===== config.mk =====
export PLATFORM = sky130hd
export DESIGN_NAME = hdcu_char_link
export DESIGN_NICKNAME = d
export VERILOG_FILES = /design/src/design/hdcu_pkg.sv /design/src/design/hdcu_char_link.sv
export SDC_FILE = /design/constraint.sdc
export NUM_CORES = 1
export LEC_CHECK = 0
export BUFFER_PORTS_ARGS = -buffer_cell sky130_fd_sc_hd__buf_4
export CAP_MARGIN = 30
export CORE_MARGIN = 10
export CORE_UTILIZATION = 28
export DETAILED_ROUTE_END_ITERATION = 6
export SKIP_CTS_REPAIR_TIMING = 1
export SYNTH_ARGS = -nofsm -noshare
export SYNTH_HDL_FRONTEND = slang
export SYNTH_SLANG_ARGS = --single-unit

===== constraint.sdc =====
create_clock -name core_clk -period 6.6 [get_ports core_clk]
set_input_delay 1.98 -clock core_clk [delete_from_list [all_inputs] [get_ports core_clk]]
set_output_delay 1.98 -clock core_clk [all_outputs]
set_load 0.05 [all_outputs]

===== src/design/hdcu_pkg.sv =====
// package of constants for the host debug character link
// assumes a 32-bit APB master and one 20 MHz core clock
package hdcu_pkg;
	// register byte addresses
	localparam logic [31:0] DATA_ADDR   = 32'hFF20_1000;
	localparam logic [31:0] CTRL_ADDR   = 32'hFF20_1004;
	localparam logic [31:0] ISTAT_ADDR  = 32'hFF20_1008;
	localparam logic [31:0] IMASK_ADDR  = 32'hFF20_100C;
	// queue geometry
	localparam int          DEPTH       = 64;
	localparam int          PTR_W       = 6;
	localparam logic [6:0]  DEPTH_CNT   = 7'h40;
	localparam logic [6:0]  IRQ_LEVEL   = 7'h07;
	// data register fields
	localparam int          COUNT_LSB   = 16;
	localparam int          RVALID_BIT  = 15;
	// control register fields
	localparam int          RX_IE_BIT   = 0;
	localparam int          TX_IE_BIT   = 1;
	localparam int          RX_PND_BIT  = 8;
	localparam int          TX_PND_BIT  = 9;
	localparam int          HOSTACC_BIT = 10;
	// interrupt status / mask fields
	localparam int          IS_RX_BIT   = 0;
	localparam int          IS_TX_BIT   = 1;
	localparam int          IS_HOST_BIT = 2;
	localparam int          IS_W        = 3;
	// reset values
	localparam logic [1:0]  CTRL_RST    = 2'h0;
	localparam logic [2:0]  IMASK_RST   = 3'h0;
	// link clock period used by the bench, in ns
	localparam int          LINK_PER_NS = 400;
	localparam int          CORE_PER_NS = 50;
	localparam int          LINK_CYC    = LINK_PER_NS / CORE_PER_NS;
endpackage


===== src/design/hdcu_char_link.sv =====
// character link between the host debug transport and an APB processor
// assumes APB on core_clk; host link pins are asynchronous, clocked by linkClk
`timescale 1ns/10ps
`default_nettype none

//////////////////////////////////////////////////////////////////////////////
// Overview of operation
// - data register and control register sit at their two fixed word addresses.
// - each byte from the host enters a 64-deep receive queue.
// - data register bits 31-16 show the receive queue fill.
// - a host byte arriving with the receive queue full is thrown away.
// - bit 15 of a data read is one when a character waits.
// - a data read pops the oldest byte and shows the reduced fill.
// - a data read of an empty queue returns valid zero, byte undefined.
// - a write to data bits 7-0 pushes a byte into the transmit queue.
// - a data write never disturbs the receive queue.
// - control register bits 31-16 show free transmit queue entries.
// - a write with the transmit queue full is dropped.
// - control bit 10 goes to one once the host uses the link.
// - writing one to control bit 10 clears it; zero does nothing.
// - enabled interrupts fire when receive fill or transmit space exceeds seven.
// - pending bits show in control; a data read clears the receive one, a data write the transmit one.
module hdcu_char_link
(
	// clock and reset
	input  wire logic        core_clk,
	input  wire logic        reset,
	// apb slave
	input  wire logic        psel,
	input  wire logic        penable,
	input  wire logic        pwrite,
	input  wire logic [31:0] paddr,
	input  wire logic [31:0] pwdata,
	output logic      [31:0] prdata,
	output logic             pready,
	output logic             pslverr,
	// host link, all asynchronous to core_clk
	input  wire logic        linkClk,
	input  wire logic        hostRxValid,
	input  wire logic [7:0]  hostRxData,
	output logic             hostRxReady,
	output logic             hostTxValid,
	output logic      [7:0]  hostTxData,
	input  wire logic        hostTxReady,
	// interrupt
	output logic             irq
);

	//////////////////////////////////////////////////////////////////////////
	// state
	logic [7:0]       rxMem [hdcu_pkg::DEPTH];
	logic [7:0]       txMem [hdcu_pkg::DEPTH];
	logic [5:0]       rxWr_q, rxRd_q, txWr_q, txRd_q;
	logic [6:0]       rxCount_q, rxCount_d, txCount_q, txCount_d;
	logic [10:0]      linkMeta_q, linkSync_q;
	logic             linkClkDly_q;
	logic [9:0]       linkPrev_q;
	logic [1:0]       ctrlEn_q;
	logic             rxPend_q, txPend_q, hostAcc_q;
	logic [2:0]       irqStat_q, irqStat_d, irqMask_q;
	logic [31:0]      prdata_q;
	logic             pready_q, pslverr_q, irq_q;
	logic             hostRxReady_q, hostTxValid_q;
	logic [7:0]       hostTxData_q;

	//////////////////////////////////////////////////////////////////////////
	// link input synchroniser, two flops per pin
	always_ff @(posedge core_clk)
	begin
		linkMeta_q   <= {linkClk, hostRxValid, hostRxData, hostTxReady};
		linkSync_q   <= linkMeta_q;
		linkClkDly_q <= linkSync_q[10];
		linkPrev_q   <= linkSync_q[9:0];   // pins as they stood before the edge
	end

	// synchronised link view; at a detected rise the pins are read from the
	// sample before it, since the host moves them just after that same rise
	wire       linkEdge   = linkSync_q[10] & ~linkClkDly_q;
	wire       rxValidS   = linkPrev_q[9];
	wire [7:0] rxDataS    = linkPrev_q[8:1];
	wire       txReadyS   = linkPrev_q[0];

	//////////////////////////////////////////////////////////////////////////
	// apb decode
	wire selData  = (paddr == hdcu_pkg::DATA_ADDR);
	wire selCtrl  = (paddr == hdcu_pkg::CTRL_ADDR);
	wire selStat  = (paddr == hdcu_pkg::ISTAT_ADDR);
	wire selMask  = (paddr == hdcu_pkg::IMASK_ADDR);
	wire mapped   = selData | selCtrl | selStat | selMask;
	wire accFirst = psel & penable & ~pready_q;
	wire accDone  = psel & penable & pready_q;
	wire rdDone   = accDone & ~pwrite & mapped;
	wire wrDone   = accDone & pwrite & mapped;

	//////////////////////////////////////////////////////////////////////////
	// queue traffic
	wire rxEmpty   = (rxCount_q == 7'h00);
	wire rxFull    = (rxCount_q == hdcu_pkg::DEPTH_CNT);
	wire txFull    = (txCount_q == hdcu_pkg::DEPTH_CNT);
	wire rxTake    = linkEdge & rxValidS & hostRxReady_q;
	wire rxPush    = rxTake & ~rxFull;
	wire rxPop     = rdDone & selData & ~rxEmpty;
	wire txPush    = wrDone & selData & ~txFull;
	wire txTaken   = linkEdge & hostTxValid_q & txReadyS;
	wire txLoad    = linkEdge & (txTaken | ~hostTxValid_q) & (txCount_q != 7'h00);
	wire hostTouch = rxTake | txTaken;

	// fill counts; data writes never reach the receive side
	assign rxCount_d = rxCount_q + {6'h00, rxPush} - {6'h00, rxPop};
	assign txCount_d = txCount_q + {6'h00, txPush} - {6'h00, txLoad};

	//////////////////////////////////////////////////////////////////////////
	// interrupt conditions
	wire rxOver = (rxCount_q > hdcu_pkg::IRQ_LEVEL);
	wire txFree7;
	wire [6:0] txFree = hdcu_pkg::DEPTH_CNT - txCount_q;
	assign txFree7 = (txFree > hdcu_pkg::IRQ_LEVEL);
	wire rxPendSet = ctrlEn_q[hdcu_pkg::RX_IE_BIT] & rxOver;
	wire txPendSet = ctrlEn_q[hdcu_pkg::TX_IE_BIT] & txFree7;
	wire [2:0] irqEvt = {hostTouch, txPendSet, rxPendSet};
	wire statClr = rdDone & selStat;
	assign irqStat_d = (statClr ? 3'h0 : irqStat_q) | irqEvt;     // set wins

	//////////////////////////////////////////////////////////////////////////
	// read data assembly
	wire [6:0]  rxShow   = rxEmpty ? 7'h00 : rxCount_q - 7'h01;
	wire [31:0] dataWord = {9'h000, rxShow, ~rxEmpty, 7'h00, rxMem[rxRd_q]};
	wire [31:0] ctrlWord = {9'h000, txFree, 5'h00, hostAcc_q, txPend_q, rxPend_q,
		6'h00, ctrlEn_q};
	wire [31:0] rdMux    = selData ? dataWord :
		selCtrl ? ctrlWord :
		selStat ? {29'h0000_0000, irqStat_q} :
		selMask ? {29'h0000_0000, irqMask_q} : 32'h0000_0000;

	//////////////////////////////////////////////////////////////////////////
	// apb handshake: one wait state, data and error registered
	always_ff @(posedge core_clk)
	begin
		if (reset)
		begin
			pready_q  <= 1'b0;
			pslverr_q <= 1'b0;
			prdata_q  <= 32'h0000_0000;
		end
		else
		begin
			pready_q  <= accFirst;
			pslverr_q <= accFirst & ~mapped;
			if (accFirst & ~pwrite)
				prdata_q <= rdMux;
		end
	end

	//////////////////////////////////////////////////////////////////////////
	// receive queue
	always_ff @(posedge core_clk)
	begin
		if (rxPush)
			rxMem[rxWr_q] <= rxDataS;
		if (reset)
		begin
			rxWr_q    <= 6'h00;
			rxRd_q    <= 6'h00;
			rxCount_q <= 7'h00;
		end
		else
		begin
			rxWr_q    <= rxWr_q + {5'h00, rxPush};
			rxRd_q    <= rxRd_q + {5'h00, rxPop};
			rxCount_q <= rxCount_d;
		end
	end

	//////////////////////////////////////////////////////////////////////////
	// transmit queue and host-facing byte register
	always_ff @(posedge core_clk)
	begin
		if (txPush)
			txMem[txWr_q] <= pwdata[7:0];
		if (reset)
		begin
			txWr_q        <= 6'h00;
			txRd_q        <= 6'h00;
			txCount_q     <= 7'h00;
			hostTxValid_q <= 1'b0;
			hostTxData_q  <= 8'h00;
			hostRxReady_q <= 1'b0;
		end
		else
		begin
			txWr_q        <= txWr_q + {5'h00, txPush};
			txRd_q        <= txRd_q + {5'h00, txLoad};
			txCount_q     <= txCount_d;
			hostRxReady_q <= 1'b1;   // full queue drops, never stalls
			if (txLoad)
			begin
				hostTxValid_q <= 1'b1;
				hostTxData_q  <= txMem[txRd_q];
			end
			else if (txTaken)
				hostTxValid_q <= 1'b0;
		end
	end

	//////////////////////////////////////////////////////////////////////////
	// control, pending and interrupt state
	wire ctrlWr = wrDone & selCtrl;
	wire dataRd = rdDone & selData;
	wire dataWr = wrDone & selData;
	always_ff @(posedge core_clk)
	begin
		if (reset)
		begin
			ctrlEn_q  <= hdcu_pkg::CTRL_RST;
			rxPend_q  <= 1'b0;
			txPend_q  <= 1'b0;
			hostAcc_q <= 1'b0;
			irqStat_q <= 3'h0;
			irqMask_q <= hdcu_pkg::IMASK_RST;
			irq_q     <= 1'b0;
		end
		else
		begin
			if (ctrlWr)
				ctrlEn_q <= pwdata[1:0];
			if (wrDone & selMask)
				irqMask_q <= pwdata[2:0];
			rxPend_q  <= rxPendSet | (rxPend_q & ~dataRd);
			txPend_q  <= txPendSet | (txPend_q & ~dataWr);
			hostAcc_q <= hostTouch |
				(hostAcc_q & ~(ctrlWr & pwdata[hdcu_pkg::HOSTACC_BIT]));
			irqStat_q <= irqStat_d;
			irq_q     <= |(irqStat_d & irqMask_q);
		end
	end

	// outputs straight from flops
	assign prdata      = prdata_q;
	assign pready      = pready_q;
	assign pslverr     = pslverr_q;
	assign hostRxReady = hostRxReady_q;
	assign hostTxValid = hostTxValid_q;
	assign hostTxData  = hostTxData_q;
	assign irq         = irq_q;
endmodule // hdcu_char_link
`default_nettype wire


==> results.toml, run 1 <==
[run_status]
status = "completed"

[die]
die_width_um = 419.2
die_h_um = 419.2
initial_core_util_pct = 28.18
core_um2 = 158400
die-area_um2 = 175800
pin_count = 125
row_count = 146

[detailed_routing]
drtPass1Iterations = 5
vias = 21650
postRouteAntennaNets = 0
drtIter0Drc = 2003
detail_route.wl_per_cell_um = 22.45
via_per_inst = 4.706
drt_wl_total_mm = 103.3
drc = 0

[pwr]
total_power_uw = 15320
cellLeakagePower_uw = 0.01572
power.density_nw_per_um2 = 297.7
vdd_drop_max_mv = 0.2082

[layout]
n_fill_cell = 14990
nets = 2551
layout_commonest_cell = "edfxtp_1"
multi_input_area_um2 = 10860
final_layout_size_suffix_gt1_share_pct = 25.83
final_cell_mix = "edfxtp_1 (1024), mux4_2 (271), nor2_1 (185)"
ff_latch_area_um2 = 33060
area_delta_synth_final_pct = 15.31

[logic_synthesis]
ys_seq_elements = 1138
synth.distinct_cells = 69
synthTopCellsByArea = "edfxtp_1 (69%), mux4_2 (14%), dfxtp_1 (5.1%)"
syn_area_um2 = 44630
synth_top_area_share_pct = 68.90
yosys_warnings = 0
synth-async-reset-ratio_pct = 0
yosysTopAreaCell = "edfxtp_1"
syn-instance-count = 2299
syn_avg_cell_area_um2 = 19.41
synth_edf_count = 1024
yosysSeqAreaShare_pct = 74.01
synth_ff_type = "edfxtp_1"

[setup_path]
crit_chain = "buf_4 > nor4_2 > nand4_2 > nor4_4 > nand3_2 > ha_1 > inv_1 > ha_1 > fa_1 > nor2b_1 > o21a_1 > o21bai_1 > a21oi_1 > or3_1 > a21oi_1"
crit_path_top_delay_cell = "nor4_4"
arrival_ps = 5550
start_kind = "input port"
critical_path_class = "input port to flop"
cp_max_fo = 6
timing.critical_path.buf_inv = 2
crit_required_ps = 7230
end_kind = "flop"
rrSetupSlack_ps = 3020
critical_path.max_stage_delay_ps = 740
cpLargestDelayFamily = "simple AND/OR/NAND/NOR gates"

[clocking]
cts_tree = "yes"
cts_buffers = 110
clkLatencyLatePin_ps = 710
h-tree-depth = 3
clkTransAtPathRegs_ps = 60
cts_sinks = 1138
cts_root_buf = "clkbuf_16"
clk_path_buf_depth = 3

[sta]
setup-tns-final_ps = 0
min_period_ps = 4916
grt_setup_unrepaired = "false"
max-slew-margin-rel_pct = 27.71
final-max-slew-violation-count = 0
max_clock_freq_mhz = 203.4
finalSetupViolCount = 0
worstMarginPinSlew_ps = 1080
finalClockSkew_ps = 29.62
finalHoldViolCount = 0
finalCritPeriodShare_pct = 74.49

[place]
port_buffers = 88
dp_hpwl_mm = 64.65
globalplace.congestion = 0.7465

[grt]
grt_max_degree = 86
grt_pass1_vias = 21910
track_usage_pct = 11.49
overflow = 0
antenna_found_initial = 4
grt_pass1_wl_mm = 151.1

[hold_path]
hold_path_class = "flop to flop"

[flow_run]
timing.max_cap.violations = 0
path summary, 6_finish.rpt:
check / startpoint / endpoint / depth (start not counted)
min reg2reg: linkMeta_q[6]$_DFF_P_ / linkSync_q[6]$_DFF_P_ / 0
max reg2reg: txCount_q[2]$_SDFF_PP0_ / txCount_q[6]$_SDFF_PP0_ / 15
max: paddr[8] / txCount_q[6]$_SDFF_PP0_ / 15
min: linkMeta_q[6]$_DFF_P_ / linkSync_q[6]$_DFF_P_ / 0
per-layer routing:
metal / track usage [%] / vias to the layer above / wire (um)
met4: 3.693 / 0 / 3216
met5: 0 / - / 0
met1: 14.97 / 11330 / 42970
met3: 1.880 / 152 / 5223
met2: 19.50 / 626 / 51870
li1: - / 9545 / -
cell families (layout without fill, tap and decap cells):
family / Yosys count / count (layout) / synth area share [%]
other: 1 / 14 / 0.008403
adders and majority gates: 39 / 39 / 1.127
muxes: 351 / 351 / 15.64
and+or+nand+nor: 408 / 408 / 4.407
AOI/OAI and AO/OA: 171 / 171 / 2.501
xor gates and xnor gates: 27 / 27 / 0.5299
DFF: 1138 / 1138 / 74.01
buffers and inverters: 164 / 381 / 1.772
sequential cells by signal (all words and copies together), names as in the netlist, 7 cells and up:
| signal | flops |
|---|---|
| hostTxData | 8 |
| linkMeta_q | 11 |
| linkPrev_q | 10 |
| linkSync_q | 11 |
| prdata | 19 |
| rxCount_q | 7 |
| rxMem | 512 |
| txCount_q | 7 |
| txMem | 512 |
cells in the mapped netlist (18+ instances only):
cell	count
mux2_2	35
buf_4	19
clkbuf_1	49
nor2b_1	30
nand3_1	33
mux4_2	271
inv_1	33
buf_1	19
ha_1	37
mux2i_1	43
a22oi_1	18
buf_2	37
a21oi_1	46
dfxtp_1	114
nand2_1	72
nor2_1	185
o21ai_0	25
edfxtp_1	1024
through the flow:
step / utilization [%] / cell area [um^2] / std cells / setup WS, ps / hold slack, ps
final: 32.49 / 51460 / 4601 / 1684 / 325.6
after global routing: 32.49 / 51460 / 4600 / 1446 / 329.3
after CTS: 32.47 / 51430 / 4596 / 1676 / 327.8
after detailed placement: 30.16 / 47760 / 4388 / 923.0 / 313.6
after global placement: 30.05 / 47600 / 4375 / 913.9 / 309.7
after floorplan: - / 44670 / 2311 / 1745 / 309.6
power by group:
part	switching, uW	internal, uW
logic	548	442
registers	85.0	7890
clock network	2730	3630
final cells by class:
class                   count  share of cell area, %
clock inverters            60                  1.148
well taps                2072                  5.038
flip-flops and latches   1138                  64.24
diodes                      1               0.004863
clock buffers             148                  5.971
inverters                  34                 0.2480
multi-input cells        1009                  21.11
repair buffers            139                  2.237
(Power assumes the default switching activity.)
==> run 2: changes to the inputs <==
clock period = 5.1 ns   (was 6.6 ns; I/O delays follow)
==> run 2 against run 1 <==
Effect of this change: first-iteration DRC count decreased by 9.1%; routed wire length rose by 0.60%; core utilization rose by 0.29 points; die area unchanged; clock-buffer cell count is 5 lower; via count rose by 1.3%; register-to-register slack worse by 1500 ps; clock power grew 26%; global-route usage is 0.13 points higher; cell area increased by 0.89%; combinational power is 31% higher; final cell count grew 1.3%.
==> results.toml, run 2 (synthesis gave the netlist of run 1 again) <==
[run_status]
status = "completed"

[sta]
setup-tns-final_ps = 0
min_period_ps = 4082
worstMarginPinSlew_ps = 1032
grt_setup_unrepaired = "false"
finalCritPeriodShare_pct = 80.03
max_clock_freq_mhz = 245.0
finalSetupViolCount = 0
max-slew-margin-rel_pct = 30.94
final-max-slew-violation-count = 0
finalHoldViolCount = 0
finalClockSkew_ps = 51.94
fin_hold_ws_ps = 300.1

[die]
pin_count = 125
die-area_um2 = 175800
die_width_um = 419.2
initial_core_util_pct = 28.18
row_count = 146
core_um2 = 158400
die_h_um = 419.2

[setup_path]
end_kind = "flop"
crit_path_top_delay_cell = "fa_1"
crit_chain = "buf_4 > nor4_2 > nand4_2 > nor4_4 > buf_4 > nor3b_1 > ha_1 > inv_1 > ha_1 > fa_1 > nor2b_1 > o21a_1 > o21bai_1 > a21oi_1 > or3_1 > a21oi_1"
r2r-start = "txCount_q[1]$_SDFF_PP0_"
start_kind = "input port"
crit_path_start = "paddr[8]"
crit_required_ps = 5760
arrival_ps = 4740
critical_path_class = "input port to flop"
cp_max_fo = 6
critical_path.max_stage_delay_ps = 400

[grt]
grt_pass1_vias = 22280
grt_pass1_wl_mm = 153.6
grt_max_degree = 75
overflow = 0
track_usage_pct = 11.62
antenna_found_initial = 2

[pwr]
power.density_nw_per_um2 = 378.1
vdd_drop_max_mv = 0.2652
total_power_uw = 19630
cellLeakagePower_uw = 0.01600

[detailed_routing]
postRouteAntennaNets = 0
detail_route.wl_per_cell_um = 22.29
drtPass1Iterations = 5
via_per_inst = 4.702
drt_wl_total_mm = 103.9
dr_wl_met3_mm = 4.695
drtIter0Drc = 1820
highest_layer = "met4"
wl_met1_mm = 44.04
drc = 0
vias = 21920
met2_length_mm = 52.32

[place]
dp_cells = 4452
port_buffers = 88
globalplace.congestion = 0.7616
dp_hpwl_mm = 66.41

[clocking]
h-tree-depth = 3
cts_root_buf = "clkbuf_16"
cts_tree = "yes"
cts_sinks = 1138
cts_buffers = 110
clk_path_buf_depth = 3
clkLatencyLatePin_ps = 740
clkTransAtPathRegs_ps = 70

[hold_path]
hold_path_class = "flop to flop"
min_from = "linkMeta_q[9]$_DFF_P_"

[layout]
layout_commonest_cell = "edfxtp_1"
nets = 2612
instances_no_fill = 4662
final_layout_size_suffix_gt1_share_pct = 27.35
final_cell_mix = "edfxtp_1 (1024), mux4_2 (271), nor2_1 (185)"
n_fill_cell = 14930
area_delta_synth_final_pct = 16.33

[flow_run]
timing.max_cap.violations = 0
[run 2: cell count changes in the layout (fill, tap and decap cells not counted), moves of 3 or more]
| cell | change |
|---|---|
| buf_4 | +57 |
| clkbuf_8 | -5 |
| bufinv_16 | -3 |
| clkinvlp_4 | +3 |
| clkinv_16 | +4 |
| clkinv_1 | +3 |
| buf_12 | +3 |
| buf_2 | -3 |
| inv_6 | -3 |
[run 2: path summary, 6_finish.rpt]
check / depth (start not counted) / endpoint / slack, ps
max: 16 / rxCount_q[6]$_SDFF_PP0_ / 1020
min: 0 / linkSync_q[9]$_DFF_P_ / 300
max reg2reg: 15 / txCount_q[6]$_SDFF_PP0_ / 1550
min reg2reg: 0 / linkSync_q[9]$_DFF_P_ / 300
[run 2: metal layers]
metal  track usage [%]  vias up
li1                  -     9662
met1             15.30    11560
met2             19.62      548
met3             1.943      156
met4             3.486        0
met5                 0        -
[run 2: area by class of cell]
cell class / instances / area [um^2] / share of cell area [%]
Sequential cell: 1138 / 33060 / 63.68
Multi-Input combinational cell: 1009 / 10860 / 20.92
Clock buffer: 143 / 2962 / 5.704
Tap cell: 2072 / 2592 / 4.993
Timing Repair Buffer: 200 / 1694 / 3.263
Clock inverter: 65 / 616.8 / 1.188
Inverter: 34 / 127.6 / 0.2458
Antenna cell: 1 / 2.502 / 0.004820
[run 2: through the flow]
step	setup WS, ps	area (um^2)	utilization (%)
detailed placement	237.0	48330	30.52
floorplan	695.1	44670	-
global route	795.6	51920	32.78
finish	1018	51920	32.78
CTS	1017	51910	32.77
global placement	241.6	48110	30.37
[run 2: where the power goes]
group          total (uW)  internal (uW)  leakage (uW)  switching, uW
clock network        8030           4440       0.00175           3590
registers           10300          10200        0.0101            101
logic                1300            582       0.00412            715
total               19600          15200        0.0160           4400
[run 2: worst max-delay path: cells and delay by family]
| kind | cells | cell delay [ps] |
|---|---|---|
| simple gates | 6 | 1500 |
| fa+ha+maj | 3 | 770 |
| compound gates | 4 | 540 |
| buf+inv | 3 | 400 |
==> run 3: changes to the inputs <==
clock period = 4.23 ns   (was 5.1 ns; I/O delays follow)
==> run 3 against run 2 <==
Effect of this change: register-to-register slack got worse by 910 ps; combinational power increased by 22%; die area unchanged; power increased by 21%; non-clock buffer count increased by 67; flip-flop and latch count unchanged; global-route usage about the same; first-iteration DRC count increased by 6.6%; critical path depth unchanged; clock skew decreased by 16 ps; final cell count increased by 1.4%; sequential power increased by 21%; critical path type unchanged; largest power group unchanged.
==> results.toml, run 3 (synthesis gave the netlist of run 1 again) <==
[run_status]
status = "completed"

[clocking]
clkTransAtPathRegs_ps = 60
cts_root_buf = "clkbuf_16"
h-tree-depth = 3
cts_tree = "yes"
clk_path_buf_depth = 3
clkLatencyLatePin_ps = 720
cts_buffers = 109
cts_sinks = 1138

[setup_path]
crit_chain = "buf_4 > nor4_2 > nand4_2 > nor4_4 > buf_4 > nor3b_1 > ha_1 > inv_1 > ha_1 > fa_1 > nor2b_1 > o21a_1 > o21bai_1 > a21oi_1 > or3_1 > a21oi_1"
crit_path_top_delay_cell = "fa_1"
arrival_ps = 4470
start_kind = "input port"
cp.depth = 16
timing.critical_path.buf_inv = 3
cp_max_fo = 4
r2r_cells = 16
critical_path.max_stage_delay_ps = 410
cpLargestDelayFamily = "simple AND/OR/NAND/NOR gates"
end_kind = "flop"
critical_path_class = "input port to flop"
crit_required_ps = 4860

[grt]
track_usage_pct = 11.62
grt_pass1_vias = 22590
grt_pass1_wl_mm = 154.0
grt_max_degree = 67
overflow = 0
antenna_found_initial = 2

[sta]
finalHoldViolCount = 0
fin_hold_ws_ps = 325.5
grt_setup_unrepaired = "false"
max_clock_freq_mhz = 260.6
min_period_ps = 3837
finalCritPeriodShare_pct = 90.70
worstMarginPinSlew_ps = 1138
max-slew-margin-rel_pct = 23.16
finalClockSkew_ps = 35.56
final-max-slew-violation-count = 0
finalSetupViolCount = 0
setup_slack_ps = 393.2

[flow_run]
timing.max_cap.violations = 0

[place]
globalplace.congestion = 0.7753
dp_hpwl_mm = 67.83
post-place-ws_ps = -367.7
port_buffers = 88

[die]
core_um2 = 158400
pin_count = 125
die_h_um = 419.2
row_count = 146
die_width_um = 419.2
initial_core_util_pct = 28.18
die-area_um2 = 175800

[pwr]
cellLeakagePower_uw = 0.01635
vdd_drop_max_mv = 0.3290
power.density_nw_per_um2 = 452.5

[layout]
final_util_pct = 33.09
nets = 2678
ff_latch_area_um2 = 33060
layout_commonest_cell = "edfxtp_1"
area_delta_synth_final_pct = 17.43
n_fill_cell = 14940
multi_input_area_um2 = 10860
final_cell_mix = "edfxtp_1 (1024), mux4_2 (271), buf_4 (253)"
antenna_cells = 0
final_layout_size_suffix_gt1_share_pct = 29.10

[hold_path]
hold_path_class = "flop to flop"
min_path_cells = 0

[detailed_routing]
detail_route.wl_per_cell_um = 22.02
drtPass1Iterations = 7
drtIter0Drc = 1941
drc = 0
postRouteAntennaNets = 0
drt_wl_total_mm = 104.0
vias = 22120
via_per_inst = 4.681
[run 3: final timing paths]
check | from | to | slack, ps
worst min-delay path | linkSync_q[5]$_DFF_P_ | linkPrev_q[5]$_DFF_P_ | 330
worst max-delay path | paddr[8] | rxCount_q[6]$_SDFF_PP0_ | 390
worst min register to register | linkSync_q[5]$_DFF_P_ | linkPrev_q[5]$_DFF_P_ | 330
worst max register to register | txCount_q[1]$_SDFF_PP0_ | txCount_q[6]$_SDFF_PP0_ | 640
[run 3: power by group]
group / internal (uW) / total (uW) / switching (uW)
registers: 12300 / 12500 / 145
clock network: 5470 / 9680 / 4210
logic: 731 / 1580 / 852
total: 18500 / 23700 / 5210
[run 3: layer usage]
layer  routed length, um  GRT usage [%]
met1               43630          15.28
met2               52500          19.77
met3                5124          1.810
met4                2773          3.421
met5                   0              0
[run 3: cell type report]
cell class | count | share of cell area [%]
sequential | 1138 | 63.08
multi-input combinational | 1009 | 20.73
clock buffer | 145 | 5.761
tap | 2072 | 4.947
timing repair buffer | 267 | 4.188
clock inverter | 60 | 1.048
inverter | 34 | 0.2435
[run 3: metrics by stage]
stage          std cells  power, uW  instance area [um^2]  TNS [ps]
2_1_floorplan       2311      13720                 44670         0
3_3_place_gp        4513      14280                 48680    -708.7
3_5_place_dp        4520      14310                 48840    -928.5
4_1_cts             4725      23980                 52410         0
5_1_grt             4725      24560                 52410         0
6_report            4725      23710                 52410         0
